## src/include/mrcoc_params.svh

```systemverilog
`ifndef MRCOC_PARAMS_SVH
`define MRCOC_PARAMS_SVH
// register byte offsets
`define MRCOC_OFS_CTRL      8'h00
`define MRCOC_OFS_BANK0     8'h04
`define MRCOC_OFS_STATUS    8'h14
// control register fields
`define MRCOC_CTRL_BYPASS   0
`define MRCOC_CTRL_PWRDN    1
`define MRCOC_CTRL_MMC_LSB  4
`define MRCOC_CTRL_RST      8'h00
// bank config fields
`define MRCOC_CFG_DIFF      4
`define MRCOC_CFG_EN        5
`define MRCOC_CFG_FRAC      6
`define MRCOC_CFG_RST       7'h20
// strap tables: level per select code, bank four by index
`define MRCOC_B3_DIFF_MASK  3'h5
`define MRCOC_B2_DIFF_MASK  3'h7
`define MRCOC_B1_DIFF_MASK  3'h0
`define MRCOC_B4_DIFF_MASK  9'h178
`define MRCOC_B4_FRAC_MASK  9'h14E
// timing
`define MRCOC_CLK_PERIOD_NS 10
`define MRCOC_RETUNE_NS     1000
`define MRCOC_RETUNE_CYC \
  ((`MRCOC_RETUNE_NS + `MRCOC_CLK_PERIOD_NS - 1) / `MRCOC_CLK_PERIOD_NS)
`endif

```

## src/include/mrcoc_pkg.sv

```systemverilog
`default_nettype none
package mrcoc_pkg;
  typedef enum logic [2:0] {
    MRCOC_OFF  = 3'h1,
    MRCOC_WAIT = 3'h2,
    MRCOC_RUN  = 3'h4
  } mrcoc_pwr_t;
  typedef enum logic [1:0] {
    MRCOC_LVL_LOW  = 2'h0,
    MRCOC_LVL_MID  = 2'h1,
    MRCOC_LVL_HIGH = 2'h2
  } mrcoc_lvl_t;
  typedef logic [6:0] mrcoc_cfg_t;
endpackage : mrcoc_pkg
`default_nettype wire

```

## src/core/mrcoc_ctrl.sv

```systemverilog
`include "mrcoc_params.svh"
`default_nettype none
module mrcoc_ctrl
  import mrcoc_pkg::*;
#(
  parameter int RETUNE_CYC = `MRCOC_RETUNE_CYC
) (
  // clock and reset
  input  wire  logic        aclk,
  input  wire  logic        aresetn,
  // axi4-lite write
  input  wire  logic [7:0]  awaddr,
  input  wire  logic        awvalid,
  output logic              awready,
  input  wire  logic [31:0] wdata,
  input  wire  logic [3:0]  wstrb,
  input  wire  logic        wvalid,
  output logic              wready,
  output logic [1:0]        bresp,
  output logic              bvalid,
  input  wire  logic        bready,
  // axi4-lite read
  input  wire  logic [7:0]  araddr,
  input  wire  logic        arvalid,
  output logic              arready,
  output logic [31:0]       rdata,
  output logic [1:0]        rresp,
  output logic              rvalid,
  input  wire  logic        rready,
  // pins, three-level selects as {above_mid, above_low}
  input  wire  logic [1:0]  freq_select_bank_one,
  input  wire  logic [1:0]  freq_select_bank_two,
  input  wire  logic [1:0]  freq_select_bank_three,
  input  wire  logic [1:0]  freq_select_bank_four_first,
  input  wire  logic [1:0]  freq_select_bank_four_second,
  input  wire  logic        serial_data,
  input  wire  logic        serial_clock_or_powerdown,
  input  wire  logic        mixed_mode_ctrl,
  input  wire  logic        pll_locked,
  // bank and pll control
  output logic [3:0]        bank_run_q,
  output logic [3:0]        bank_true_output_q,
  output logic [3:0]        bank_complement_output_q,
  output logic [15:0]       bank_freq_q,
  output logic [3:0]        bank_diff_q,
  output logic              bank4_frac_q,
  output logic              pll_bypass_q,
  output logic              pll_powerdown_q
);

  localparam int NS = 14;

  function automatic logic [1:0] lvl_dec(input logic [1:0] p);
    lvl_dec = (p == 2'h3) ? MRCOC_LVL_HIGH :
              (p == 2'h0) ? MRCOC_LVL_LOW : MRCOC_LVL_MID;
  endfunction : lvl_dec

  function automatic logic [31:0] wmerge(input logic [31:0] o,
      input logic [31:0] d, input logic [3:0] s);
    for (int i = 0; i < 4; i++) begin
      o[i*8 +: 8] = s[i] ? d[i*8 +: 8] : o[i*8 +: 8];
    end
    wmerge = o;
  endfunction : wmerge

  // three-stage pin synchronisers, value moves when stages 2 and 3 agree
  logic [NS-1:0] s1_q, s2_q, s3_q, pin_q;
  always_ff @(posedge aclk) begin
    if (!aresetn) begin
      s1_q  <= '0;
      s2_q  <= '0;
      s3_q  <= '0;
      pin_q <= '0;
    end else begin
      s1_q  <= {pll_locked, mixed_mode_ctrl, serial_clock_or_powerdown,
                serial_data, freq_select_bank_four_second,
                freq_select_bank_four_first, freq_select_bank_three,
                freq_select_bank_two, freq_select_bank_one};
      s2_q  <= s1_q;
      s3_q  <= s2_q;
      pin_q <= (s2_q & s3_q) | (pin_q & (s2_q ^ s3_q));
    end
  end

  logic pll_ok, mmc_f, pd_f, sda_f;
  assign pll_ok = pin_q[13];
  assign mmc_f  = pin_q[12];
  assign pd_f   = pin_q[11];
  assign sda_f  = pin_q[10];

  // serial mode latch, cleared only by power-up reset
  logic serial_q;
  always_ff @(posedge aclk) begin
    if (!aresetn) begin
      serial_q <= 1'b0;
    end else if (sda_f) begin
      serial_q <= 1'b1;
    end
  end

  // register file
  logic [7:0]  ctrl_q;
  mrcoc_cfg_t  cfg_q [4];
  mrcoc_pwr_t  pst_q;
  logic        awgot_q, wgot_q;
  logic [7:0]  awa_q;
  logic [31:0] wd_q;
  logic [3:0]  ws_q;
  logic        awready_q, wready_q, bvalid_q, arready_q, rvalid_q;
  logic [1:0]  bresp_q, rresp_q;
  logic [31:0] rdata_q;

  assign awready = awready_q;
  assign wready  = wready_q;
  assign bvalid  = bvalid_q;
  assign bresp   = bresp_q;
  assign arready = arready_q;
  assign rvalid  = rvalid_q;
  assign rresp   = rresp_q;
  assign rdata   = rdata_q;

  always_ff @(posedge aclk) begin
    if (!aresetn) begin
      awgot_q   <= 1'b0;
      wgot_q    <= 1'b0;
      awa_q     <= 8'h00;
      wd_q      <= 32'h0000_0000;
      ws_q      <= 4'h0;
      awready_q <= 1'b1;
      wready_q  <= 1'b1;
      bvalid_q  <= 1'b0;
      bresp_q   <= 2'h0;
      ctrl_q    <= `MRCOC_CTRL_RST;
      for (int b = 0; b < 4; b++) begin
        cfg_q[b] <= `MRCOC_CFG_RST;
      end
    end else begin
      if (awvalid && awready_q) begin
        awgot_q   <= 1'b1;
        awa_q     <= awaddr;
        awready_q <= 1'b0;
      end
      if (wvalid && wready_q) begin
        wgot_q   <= 1'b1;
        wd_q     <= wdata;
        ws_q     <= wstrb;
        wready_q <= 1'b0;
      end
      if (awgot_q && wgot_q && !bvalid_q) begin
        awgot_q  <= 1'b0;
        wgot_q   <= 1'b0;
        bvalid_q <= 1'b1;
        bresp_q  <= 2'h0;
        if (awa_q == `MRCOC_OFS_CTRL) begin
          ctrl_q <= 8'(wmerge({24'h0, ctrl_q}, wd_q, ws_q));
        end else if (awa_q >= `MRCOC_OFS_BANK0 &&
                     awa_q < `MRCOC_OFS_STATUS && awa_q[1:0] == 2'h0) begin
          cfg_q[awa_q[3:2] - 2'h1] <= 7'(
            wmerge({25'h0, cfg_q[awa_q[3:2] - 2'h1]}, wd_q, ws_q));
        end else if (awa_q != `MRCOC_OFS_STATUS) begin
          bresp_q <= 2'h2;
        end
      end
      if (bvalid_q && bready) begin
        bvalid_q  <= 1'b0;
        awready_q <= 1'b1;
        wready_q  <= 1'b1;
      end
    end
  end

  always_ff @(posedge aclk) begin
    if (!aresetn) begin
      arready_q <= 1'b1;
      rvalid_q  <= 1'b0;
      rresp_q   <= 2'h0;
      rdata_q   <= 32'h0000_0000;
    end else if (arvalid && arready_q) begin
      arready_q <= 1'b0;
      rvalid_q  <= 1'b1;
      rresp_q   <= 2'h0;
      rdata_q   <= 32'h0000_0000;
      if (araddr == `MRCOC_OFS_CTRL) begin
        rdata_q <= {24'h0, ctrl_q};
      end else if (araddr == `MRCOC_OFS_STATUS) begin
        rdata_q <= {23'h0, bank_run_q, pst_q, pll_ok, serial_q};
      end else if (araddr >= `MRCOC_OFS_BANK0 &&
                   araddr < `MRCOC_OFS_STATUS && araddr[1:0] == 2'h0) begin
        rdata_q <= {25'h0, cfg_q[araddr[3:2] - 2'h1]};
      end else begin
        rresp_q <= 2'h2;
      end
    end else if (rvalid_q && rready) begin
      rvalid_q  <= 1'b0;
      arready_q <= 1'b1;
    end
  end

  // power sequencing
  logic pd_req;
  // both lines rising together is a mode exit, not a power-down
  assign pd_req = serial_q ? ctrl_q[`MRCOC_CTRL_PWRDN] :
                  (pd_f && !sda_f);
  always_ff @(posedge aclk) begin
    if (!aresetn) begin
      pst_q <= MRCOC_WAIT;
    end else begin
      case (pst_q)
        MRCOC_WAIT: begin
          if (pd_req) pst_q <= MRCOC_OFF;
          else if (pll_ok) pst_q <= MRCOC_RUN;
        end
        MRCOC_RUN: begin
          if (pd_req) pst_q <= MRCOC_OFF;
          else if (!pll_ok) pst_q <= MRCOC_WAIT;
        end
        MRCOC_OFF: begin
          if (!pd_req) pst_q <= MRCOC_WAIT;
        end
        default: pst_q <= MRCOC_WAIT;
      endcase
    end
  end

  // effective per-bank selection
  logic [1:0] lv [5];
  logic [3:0] sfreq [4];
  logic [3:0] sdiff, sfrac, en_d, diff_d, frac_d, use_strap;
  logic [3:0] freq_d [4];
  logic [5:0] key_d [4];
  logic [3:0] b4i;
  always_comb begin
    for (int p = 0; p < 5; p++) begin
      lv[p] = lvl_dec(pin_q[p*2 +: 2]);
    end
    b4i = 4'(lv[3] * 3 + lv[4]);
    for (int b = 0; b < 3; b++) begin
      sfreq[b] = {2'h0, lv[b]};
      sfrac[b] = 1'b0;
    end
    sdiff[0] = 1'(`MRCOC_B1_DIFF_MASK >> lv[0]);
    sdiff[1] = 1'(`MRCOC_B2_DIFF_MASK >> lv[1]);
    sdiff[2] = 1'(`MRCOC_B3_DIFF_MASK >> lv[2]);
    sfreq[3] = b4i;
    sdiff[3] = 1'(`MRCOC_B4_DIFF_MASK >> b4i);
    sfrac[3] = 1'(`MRCOC_B4_FRAC_MASK >> b4i);
    for (int b = 0; b < 4; b++) begin
      use_strap[b] = !serial_q ||
        (mmc_f && ctrl_q[`MRCOC_CTRL_MMC_LSB + b]);
      freq_d[b] = use_strap[b] ? sfreq[b] : cfg_q[b][3:0];
      diff_d[b] = use_strap[b] ? sdiff[b] : cfg_q[b][`MRCOC_CFG_DIFF];
      frac_d[b] = use_strap[b] ? sfrac[b] :
                  (b == 3) && cfg_q[b][`MRCOC_CFG_FRAC];
      en_d[b]   = !serial_q || cfg_q[b][`MRCOC_CFG_EN];
      key_d[b]  = {frac_d[b], diff_d[b], freq_d[b]};
    end
  end

  // retune hold and bank outputs; banks run unaligned
  logic [5:0]  key_q [4];
  logic [11:0] hold_q [4];
  always_ff @(posedge aclk) begin
    if (!aresetn) begin
      bank_run_q               <= 4'h0;
      bank_true_output_q       <= 4'h0;
      bank_complement_output_q <= 4'hF;
      bank_freq_q              <= 16'h0000;
      bank_diff_q              <= 4'h0;
      bank4_frac_q             <= 1'b0;
      pll_bypass_q             <= 1'b0;
      pll_powerdown_q          <= 1'b0;
      for (int b = 0; b < 4; b++) begin
        key_q[b]  <= 6'h00;
        hold_q[b] <= 12'h000;
      end
    end else begin
      pll_powerdown_q <= (pst_q == MRCOC_OFF);
      pll_bypass_q    <= serial_q && ctrl_q[`MRCOC_CTRL_BYPASS];
      bank4_frac_q    <= frac_d[3];
      for (int b = 0; b < 4; b++) begin
        key_q[b] <= key_d[b];
        if (pst_q != MRCOC_RUN) begin
          key_q[b] <= key_d[b];
        end
        if (key_d[b] != key_q[b] && pst_q == MRCOC_RUN) begin
          hold_q[b] <= 12'(RETUNE_CYC);
        end else if (hold_q[b] != 12'h000) begin
          hold_q[b] <= hold_q[b] - 12'h001;
        end
        bank_run_q[b] <= (pst_q == MRCOC_RUN) && en_d[b] &&
                         key_d[b] == key_q[b] && hold_q[b] == 12'h000;
        bank_freq_q[b*4 +: 4]  <= freq_d[b];
        bank_diff_q[b]         <= diff_d[b];
        bank_true_output_q[b]  <= 1'b0;
        bank_complement_output_q[b] <= (pst_q == MRCOC_WAIT) ||
          ((pst_q == MRCOC_RUN) && diff_d[b]);
      end
    end
  end
endmodule : mrcoc_ctrl
`default_nettype wire

```

## config.mk

```make
export PLATFORM = sky130hd
export DESIGN_NAME = mrcoc_ctrl
export DESIGN_NICKNAME = d
export VERILOG_FILES = /design/src/include/mrcoc_pkg.sv /design/src/core/mrcoc_ctrl.sv
export VERILOG_INCLUDE_DIRS = /design/src /design/src/include
export SDC_FILE = /design/constraint.sdc
export NUM_CORES = 1
export LEC_CHECK = 0
export ABC_AREA = 1
export BUFFER_PORTS_ARGS = -buffer_cell sky130_fd_sc_hd__buf_4
export CORE_MARGIN = 4
export CORE_UTILIZATION = 54
export CTS_BUF_LIST = sky130_fd_sc_hd__clkbuf_4 sky130_fd_sc_hd__clkbuf_8
export CTS_CLUSTER_DIAMETER = 30
export CTS_CLUSTER_SIZE = 25
export DETAILED_ROUTE_END_ITERATION = 8
export GPL_TIMING_DRIVEN = 0
export PLACE_DENSITY = 0.81
export SETUP_SLACK_MARGIN = 0.4
export SLEW_MARGIN = 40
export SYNTH_ARGS = -nofsm -noshare
export SYNTH_HDL_FRONTEND = slang
export SYNTH_SLANG_ARGS = --single-unit
```

## constraint.sdc

```tcl
create_clock -name aclk -period 3.2 [get_ports aclk]
set_input_delay 0 -clock aclk [delete_from_list [all_inputs] [get_ports aclk]]
set_output_delay 0 -clock aclk [all_outputs]
set_load 0.02 [all_outputs]
```

=== Word level (Yosys, flattened, before mapping) ===
Memory sizes are Yosys's and may differ from the RTL's.
Cells that the tools add are included.
W data, S select, Z words.

* Register bits: 159
* Bits in writable memories: 100
* Bits of input ports: 73
* Output and inout bits: 76
* Word-level logic and storage cells: 264
* Memories kept: 3

* $add $sub $neg: 7
* Multipliers: 1
* Order comparisons: 4
* Equal/unequal tests: 23
* Shift-type cells: 5
* Mux-type cells: 97
* Bitwise operators: 21
* Reduce and logical (&&, ||, !) cells: 76

{| class="wikitable"
|+ Memory list
! name !! depth !! width !! rd ports !! clocked after Yosys merged registers in !! wr ports !! line !! RTL
|-
| hold_q || 4 || 12 || 4 || 0 || 4 || mrcoc_ctrl.sv:261 || <nowiki>logic [11:0] hold_q [4];</nowiki>
|-
| cfg_q || 4 || 7 || 5 || 0 || 4 || mrcoc_ctrl.sv:103 || <nowiki>mrcoc_cfg_t cfg_q [4];</nowiki>
|-
| key_q || 4 || 6 || 4 || 0 || 4 || mrcoc_ctrl.sv:260 || <nowiki>logic [5:0] key_q [4];</nowiki>
|}

{| class="wikitable"
|+ Operators with widths
! operator !! number
|-
| $mux W12 || 8
|-
| $mux W1 || 54
|-
| $logic_not A12 Y1 || 4
|-
| $mux W6 || 8
|-
| $reduce_bool A12 Y1 || 4
|-
| $sub A12 B1 Y12 const B || 4
|-
| $logic_and A1 B1 Y1 || 37
|-
| $and A14 B14 Y14 || 2
|-
| $mux W2 || 12
|-
| $mux W7 || 3
|-
| $eq A5 B6 Y1 || 3
|-
| $mux W9 || 2
|-
| $ne A5 B6 Y1 || 3
|-
| $shr A9 B4 Y1 const A || 2
|-
| $ge A8 B3 Y1 const B || 2
|-
| $logic_not A8 Y1 || 2
|-
| $lt A8 B5 Y1 const B || 2
|-
| $mux W4 || 4
|-
| $or A1 B1 Y1 || 16
|-
| $mux W3 || 5
|-
| $logic_not A2 Y1 || 7
|-
| $or A14 B14 Y14 || 1
|-
| $xor A14 B14 Y14 || 1
|-
| $logic_or A1 B1 Y1 || 12
|-
| other kinds (24) || 36
|}

=== Logic depth before layout (Yosys ltp) ===
Gate-level depths: netlist of the first run.

* Word-level depth: 14
* Depth in mapped cells: 19
* Mapped depth without buffers: 19

=== Worst setup path before layout of the first run ===
OpenSTA, ideal clock, no wires.

* Kind: register to register
* Start: reg pin_q[6]
* End: mem hold_q[3][0] (netlist: hold_q[0][36]) (enable)
* Setup time: 0.405 ns
* Arrival: 2.633 ns
* Required time: 2.795 ns
* Path slack: 0.162 ns
* Stages on the path, launching flop included: 18
* Buffers on the path: 0
* Path through: dfxtp_1 inv_1 ha_1 nand2_1 inv_1 ha_1 inv_1 fa_1 inv_1 nand3_1 nand2_1 nand2_1 nand3_1 nand3b_1 nand2_1 nand3_2 nand2_4 nand4_1

{| class="wikitable"
|+ RTL lines
! item !! line !! RTL
|-
| start: declaration || mrcoc_ctrl.sv:67 || <nowiki>logic [NS-1:0] s1_q, s2_q, s3_q, pin_q;</nowiki>
|-
| start signal: assignment || mrcoc_ctrl.sv:81 || <nowiki>pin_q <= (s2_q & s3_q) | (pin_q & (s2_q ^ s3_q));</nowiki>
|-
| end: declaration || mrcoc_ctrl.sv:261 ||
|}

==> flow_summary_export.csv, run 1 <==
group,metric,value,unit
run_status,status,"completed",
grt,grt_pass1_vias,8216,
synthesis,avgSynthCellArea,8.85,um^2
layout,drive_gt1_share,19.8,%
critical_path,required,3.48,ns
sta,slew_viol_final,0,
critical_path,r2r_start,"pin_q[7]",
place,dp_hpwl,16400,um
route,wirelength,23700,um
sta,rsz0062_at_grt,"yes",
critical_path,cp_cell_sequence,"inv_2 -> ha_4 -> inv_2 -> ha_4 -> ha_4 -> inv_2 -> fa_2 -> inv_2 -> nand2_1 -> nand3_2 -> nand3_2 -> nand2_2 -> nand2_2 -> nand2_2 -> nand3_4 -> nand2_4 -> buf_4 -> buf_6 -> nand4_1 -> nand2_1",
critical_path,reg2reg_to,"hold_q[0][41]",
synthesis,synth_edf_count,91,
route,initialDrtViolationCount,597,
synthesis,synth_flop_cell,"dfxtp_1",
floorplanning,io_pins,149,
hold_path,hold_path_class,"input port to register",
cts,cts_tree,"done",
synthesis,synth_most_common_cell,"nor2_1",
cts,clockBufferDepth,3,
sta,whs,0.0788,ns
sta,fin_skew,0.0336,ns
layout,nets,1499,
floorplanning,fp.dieW,146,um
sta,fin_crit,2.90,ns
synthesis,synth_common_cells,"nor2_1 (184), nand2_1 (172), inv_1 (163)",
place,io_buffers,91,
synthesis,netlist_top_cells_area,"dfxtp_1 (27%), edfxtp_1 (27%), nor2_1 (6.8%)",
sta,worst_pin_slew,0.837,ns
sta,tns,0,ns
route,maxUsedRoutingLayer,"met4",
sta,setup_viol_count_final,0,
synthesis,async_flop_share,0,%
synthesis,synthCells,1155,
floorplanning,row_count,50,
route,drt-met1-wl,9360,um
grt,antenna_found_initial,0,
synthesis,yosysTopAreaCellShare,27.4,%
sta,relSlewSlack,44.2,%
grt,overflow,0,
sta,fmax,345,MHz
floorplanning,core_area,18600,um^2
critical_path,endpoint,"hold_q[0][41]",
synthesis,yosysTopAreaCell,"dfxtp_1",
critical_path,crit_path_end_kind,"register",
route,routed_via_density,5.07,
layout,area_growth_syn_to_layout,27.1,%
layout,diodes,0,
grt,grt_start_max_net_pins,13,
critical_path,cp-start-kind,"register",
critical_path,critPathKind,"register to register",
critical_path,worst-r2r-setup-slack,0.30,ns
critical_path,worstPathArrival,3.17,ns
route,wl_met3,1790,um
critical_path,max_stage_delay,0.57,ns
route,post_drt_wl_per_cell,14.3,um
route,vias,8394,
floorplanning,start_util,54.8,%
layout,fill_cells,1368,
synthesis,yosysWarnings,0,
critical_path,worstSetupStartpoint,"pin_q[7]",
route,drc_errors,0,
pwr,power.leakage,6.19,nW
sta,period_share,90.5,%
synthesis,ys_seq_area_share,54.2,%
floorplanning,die_h,146,um
place,gp_congestion,0.923,
synthesis,yosysUniqueCellTypes,49,
route,wl_met2,11800,um
cts,cts-buffers-inserted,40,
flow_run,drv_cap,0,
grt,grt_pass1_wl,38400,um
cts,cts_max_level,2,
cts,cts_sinks,231,
cts,clock-root-buffer,"clkbuf_8",
critical_path,rr_worst_depth,20,
route,firstDrtPassIters,5,
pwr,powerDensity,631,nW/um^2
cts,clkTransAtPathRegs,0.07,ns
sta,final_hold_viol_count,0,
route,antenna_left,0,
grt,track_usage,21.8,%
cts,clk-insertion-delay-late,0.54,ns
critical_path,path_common_cell,"inv_2",
synthesis,netlist_area,10200,um^2
pwr,irDropWorstVdd,0.371,mV
floorplanning,dieArea,21200,um^2
critical_path,crit_slowest_cell,"fa_2",
synthesis,ys_ff_latch,231,
critical_path,path_max_fanout,5,
## stage by stage
stage | worst slack, ns | instance area, um^2 | utilization (%) | cells | total power, mW
global placement | -0.178 | 11400 | 61.2 | 1522 | 5.16
detailed placement | -0.230 | 11400 | 61.2 | 1522 | 5.24
global route | 0.115 | 13000 | 69.7 | 1657 | 8.61
CTS | 0.342 | 12900 | 69.3 | 1654 | 8.19
floorplan | 0.238 | 10400 | - | 1197 | 4.86
finish | 0.304 | 13000 | 69.7 | 1657 | 8.19
## repair_timing
action,in CTS,in global routing
hold buffers,50,0
gates resized for setup,12,16
buffers inserted,8,3
hold endpoints to repair,41,0
pin swaps,7,1
setup endpoints to repair,25,41
cloned,2,0
## power breakdown
group          total, mW  internal [mW]  switching (mW)
Sequential          3.65           3.45           0.206
Combinational       1.66          0.671           0.989
Clock               2.88           1.58            1.30
Total               8.19           5.70            2.50
## cells by family after synthesis
family	count (synthesis)	synth area share, %
compound gates	164	9.04
flops	231	54.2
buf+inv	227	9.60
fa+ha+maj	33	4.11
simple gates	451	19.0
other cells	2	0.0735
xor+xnor	47	4.03
## registers in the layout, indices dropped and copies added (netlist names), 3 cells and up
register and cells:
s3_q 14, bank_freq_q 16, pin_q 14, awa_q 8
bank_complement_output_q 4, pst_q 3, s2_q 14, s1_q 14
rdata 9, ctrl_q 8, cfg_q 28, hold_q 48
key_q 21, bank_diff_q 4, wd_q 8, bank_run_q 4
## layout by cell type, fill, tap and decap left out, types with 12 or more instances in the layout
master         count
clkbuf_1          13
buf_4            129
o21ai_0           60
dlygate4sd3_1     50
clkbuf_8          42
inv_1            157
ha_1              28
nand2_2           15
nor3_1            12
nand3_1           30
conb_1            44
xor2_1            28
nand4_1           12
dfxtp_1          138
edfxtp_1          91
xnor2_1           19
a21oi_1           71
nand2_1          163
nor2_1           179
## how the worst min path moves through the flow
stage	startpoint	cells past startpoint	to	slack, ns
floorplan	freq_select_bank_one[0]	2	s1_q[0]	0.1
global placement	freq_select_bank_three[1]	3	s1_q[5]	0.18
detailed placement	mixed_mode_ctrl	3	s1_q[12]	0.19
CTS	awvalid	5	awready	0.05
global route	awvalid	5	awready	0.16
finish	awvalid	5	awready	0.08
## cell type report
class | count | area (um^2) | share of cell area, %
Clock inverter | 26 | 265 | 2.04
Multi-Input combinational cell | 740 | 4020 | 30.9
Clock buffer | 46 | 608 | 4.68
Buffer | 58 | 347 | 2.67
Tap cell | 234 | 293 | 2.25
Sequential cell | 231 | 5540 | 42.6
Inverter | 169 | 637 | 4.90
Timing Repair Buffer | 153 | 1280 | 9.89
## per-layer routing
layer,vias to the layer above,global-route usage (%)
met2,292,38.3
met1,3909,26.1
met5,-,0
li1,4122,-
met3,71,4.95
met4,0,8.55
## worst max-delay path, delay by kind of cell, from the launching register on
kind,cells,cell delay [ns]
simple gates,10,0.78
buf+inv,6,0.46
fa+ha+maj,4,1.05
flops,1,0.33
Note: power is estimated with default switching activity, not from simulation.
==> inputs of run 2 (changes only) <==
- REMOVE_ABC_BUFFERS: default -> 1
==> flow_summary_export.csv, run 2 (synthesis gave the netlist of run 1 again) <==
group,metric,value,unit
floorplanning,start_util,54.8,%
layout,largest_reg_flops,48,
floorplanning,io_pins,149,
cts,clockBufferDepth,3,
hold_path,whs_path_depth,3,
grt,grt_pass1_vias,7805,
cts,cts_sinks,231,
pwr,combPwrFrac,19.7,%
place,gp_congestion,0.911,
hold_path,hold_path_class,"input port to register",
route,wirelength,22800,um
pwr,intPower,5.73,mW
sta,final_hold_viol_count,0,
cts,clock-root-buffer,"clkbuf_8",
route,firstDrtPassIters,7,
pwr,powerDensity,636,nW/um^2
grt,antenna_found_initial,0,
sta,relSlewSlack,47.4,%
layout,drive_gt1_share,18.3,%
pwr,p_switching,2.42,mW
sta,rsz0062_at_grt,"yes",
sta,setup_viol_count_final,0,
route,routed_via_density,5.05,
sta,fin_skew,0.0247,ns
cts,clk-insertion-delay-late,0.53,ns
route,post_drt_wl_per_cell,14.1,um
sta,whs,0.104,ns
grt,track_usage,20.4,%
critical_path,required,3.48,ns
route,vias,8151,
cts,cts_tree,"done",
place,placed_cells,1465,
sta,worst_pin_slew,0.789,ns
route,drc_errors,0,
pwr,seq_power_share,44.8,%
sta,fin_crit,3.00,ns
flow_run,drv_cap,0,
sta,slew_viol_final,0,
cts,clkTransAtPathRegs,0.07,ns
critical_path,worstPathArrival,3.28,ns
pwr,netSwitchingFraction,29.6,%
layout,final_cell_mix,"nor2_1 (177), nand2_1 (168), inv_1 (156)",
layout,final_util,68.7,%
floorplanning,row_count,50,
layout,area_growth_syn_to_layout,25.3,%
critical_path,critPathKind,"register to register",
run_status,status,"completed",
sta,setup_ws,0.202,ns
layout,multi_input_area,4000,um^2
critical_path,path_max_fanout,5,
layout,diodes,0,
layout,seqCellArea,5540,um^2
layout,reg_top3,"hold_q (48), cfg_q (28), key_q (21)",
layout,largest_register,"hold_q",
floorplanning,die_h,146,um
critical_path,worst-r2r-setup-slack,0.20,ns
grt,overflow,0,
layout,nets,1456,
pwr,irDropWorstVdd,0.411,mV
layout,final_common_cell,"nor2_1",
critical_path,cp-start-kind,"register",
floorplanning,fp.dieW,146,um
place,io_buffers,92,
critical_path,rr_worst_depth,20,
sta,fmax,334,MHz
place,dp_hpwl,14400,um
cts,cts-buffers-inserted,38,
grt,grt_pass1_wl,36100,um
layout,fill_cells,1363,
route,antenna_left,0,
layout,finalNonFillerCells,1614,
grt,grt_start_max_net_pins,73,
route,initialDrtViolationCount,424,
pwr,power_frac_clock,35.5,%
sta,period_share,93.7,%
floorplanning,core_area,18600,um^2
place,dp_slack,-0.328,ns
critical_path,crit_path_end_kind,"register",
pwr,power.leakage,6.05,nW
floorplanning,dieArea,21200,um^2
cts,cts_max_level,2,
==> run 2: changes by cell type in the layout (fill, tap and decap cells not counted), moves of 4 or more <==
cell           before  now
clkinv_2            2    8
nand2_2            15   10
buf_1              10    0
buf_2               4    0
buf_4             129  106
dlygate4sd3_1      50   62
clkbuf_1           13    0
nand2_1           163  168
==> run 2: cell type report <==
class / instances / area share [%]
flip-flops and latches: 231 / 43.2
multi-input cells: 739 / 31.2
repair buffers: 171 / 11.4
inverters: 169 / 4.99
clock buffers: 45 / 4.74
well taps: 234 / 2.29
clock inverters: 25 / 2.11
==> run 2: repair_timing <==
item	4_1_cts	5_1_grt
pin swaps	11	10
hold buffers	63	0
endpoints found under the hold margin	66	0
setup endpoints to repair	24	57
gates resized for setup	23	18
buffers inserted	12	4
==> run 2: metrics by stage <==
| stage | instance area (um^2) | total power, mW | TNS [ns] |
|---|---|---|---|
| finish | 12800 | 8.15 | 0 |
| detailed placement | 11000 | 5.17 | -3.94 |
| CTS | 12700 | 8.15 | 0 |
| global placement | 11000 | 5.10 | -3.56 |
| floorplan | 10000 | 4.80 | 0 |
| global route | 12800 | 8.57 | 0 |
==> run 2: worst paths after layout <==
path                 start            end
setup / recovery  pin_q[7]  hold_q[0][42]
setup reg to reg  pin_q[7]  hold_q[0][42]
hold / removal     awvalid        awgot_q
hold reg to reg    s1_q[3]        s2_q[3]
==> run 2: critical path: stages (launching register included) <==
cell	delay (ns)
dfxtp_2	0.34
inv_2	0.05
ha_4	0.29
nand2_4	0.08
inv_4	0.06
ha_4	0.12
inv_2	0.03
fa_2	0.58
inv_2	0.06
nand3_2	0.07
nand2_1	0.06
nand2_1	0.10
nand3_2	0.12
nand2_1	0.10
nand2_1	0.06
nand2_1	0.10
nand3_2	0.13
buf_4	0.16
buf_4	0.14
nand3_2	0.07
nand2_1	0.06
==> run 2: layer usage <==
metal	vias to the layer above	track usage, %	part of all wire (%)
met2	281	36.6	50
met5	-	0	0
met3	53	4.70	6.0
li1	4029	-	-
met1	3788	23.8	41
met4	0	7.93	2.9
==> run 2: power by group through the flow <==
stage	Sequential, mW	Clock [mW]	Combinational [mW]
6_report	3.65	2.89	1.61
5_1_grt	3.69	3.07	1.81
4_1_cts	3.65	2.95	1.55
3_5_place_dp	3.71	0	1.46
3_3_place_gp	3.69	0	1.40
2_1_floorplan	3.68	0	1.12
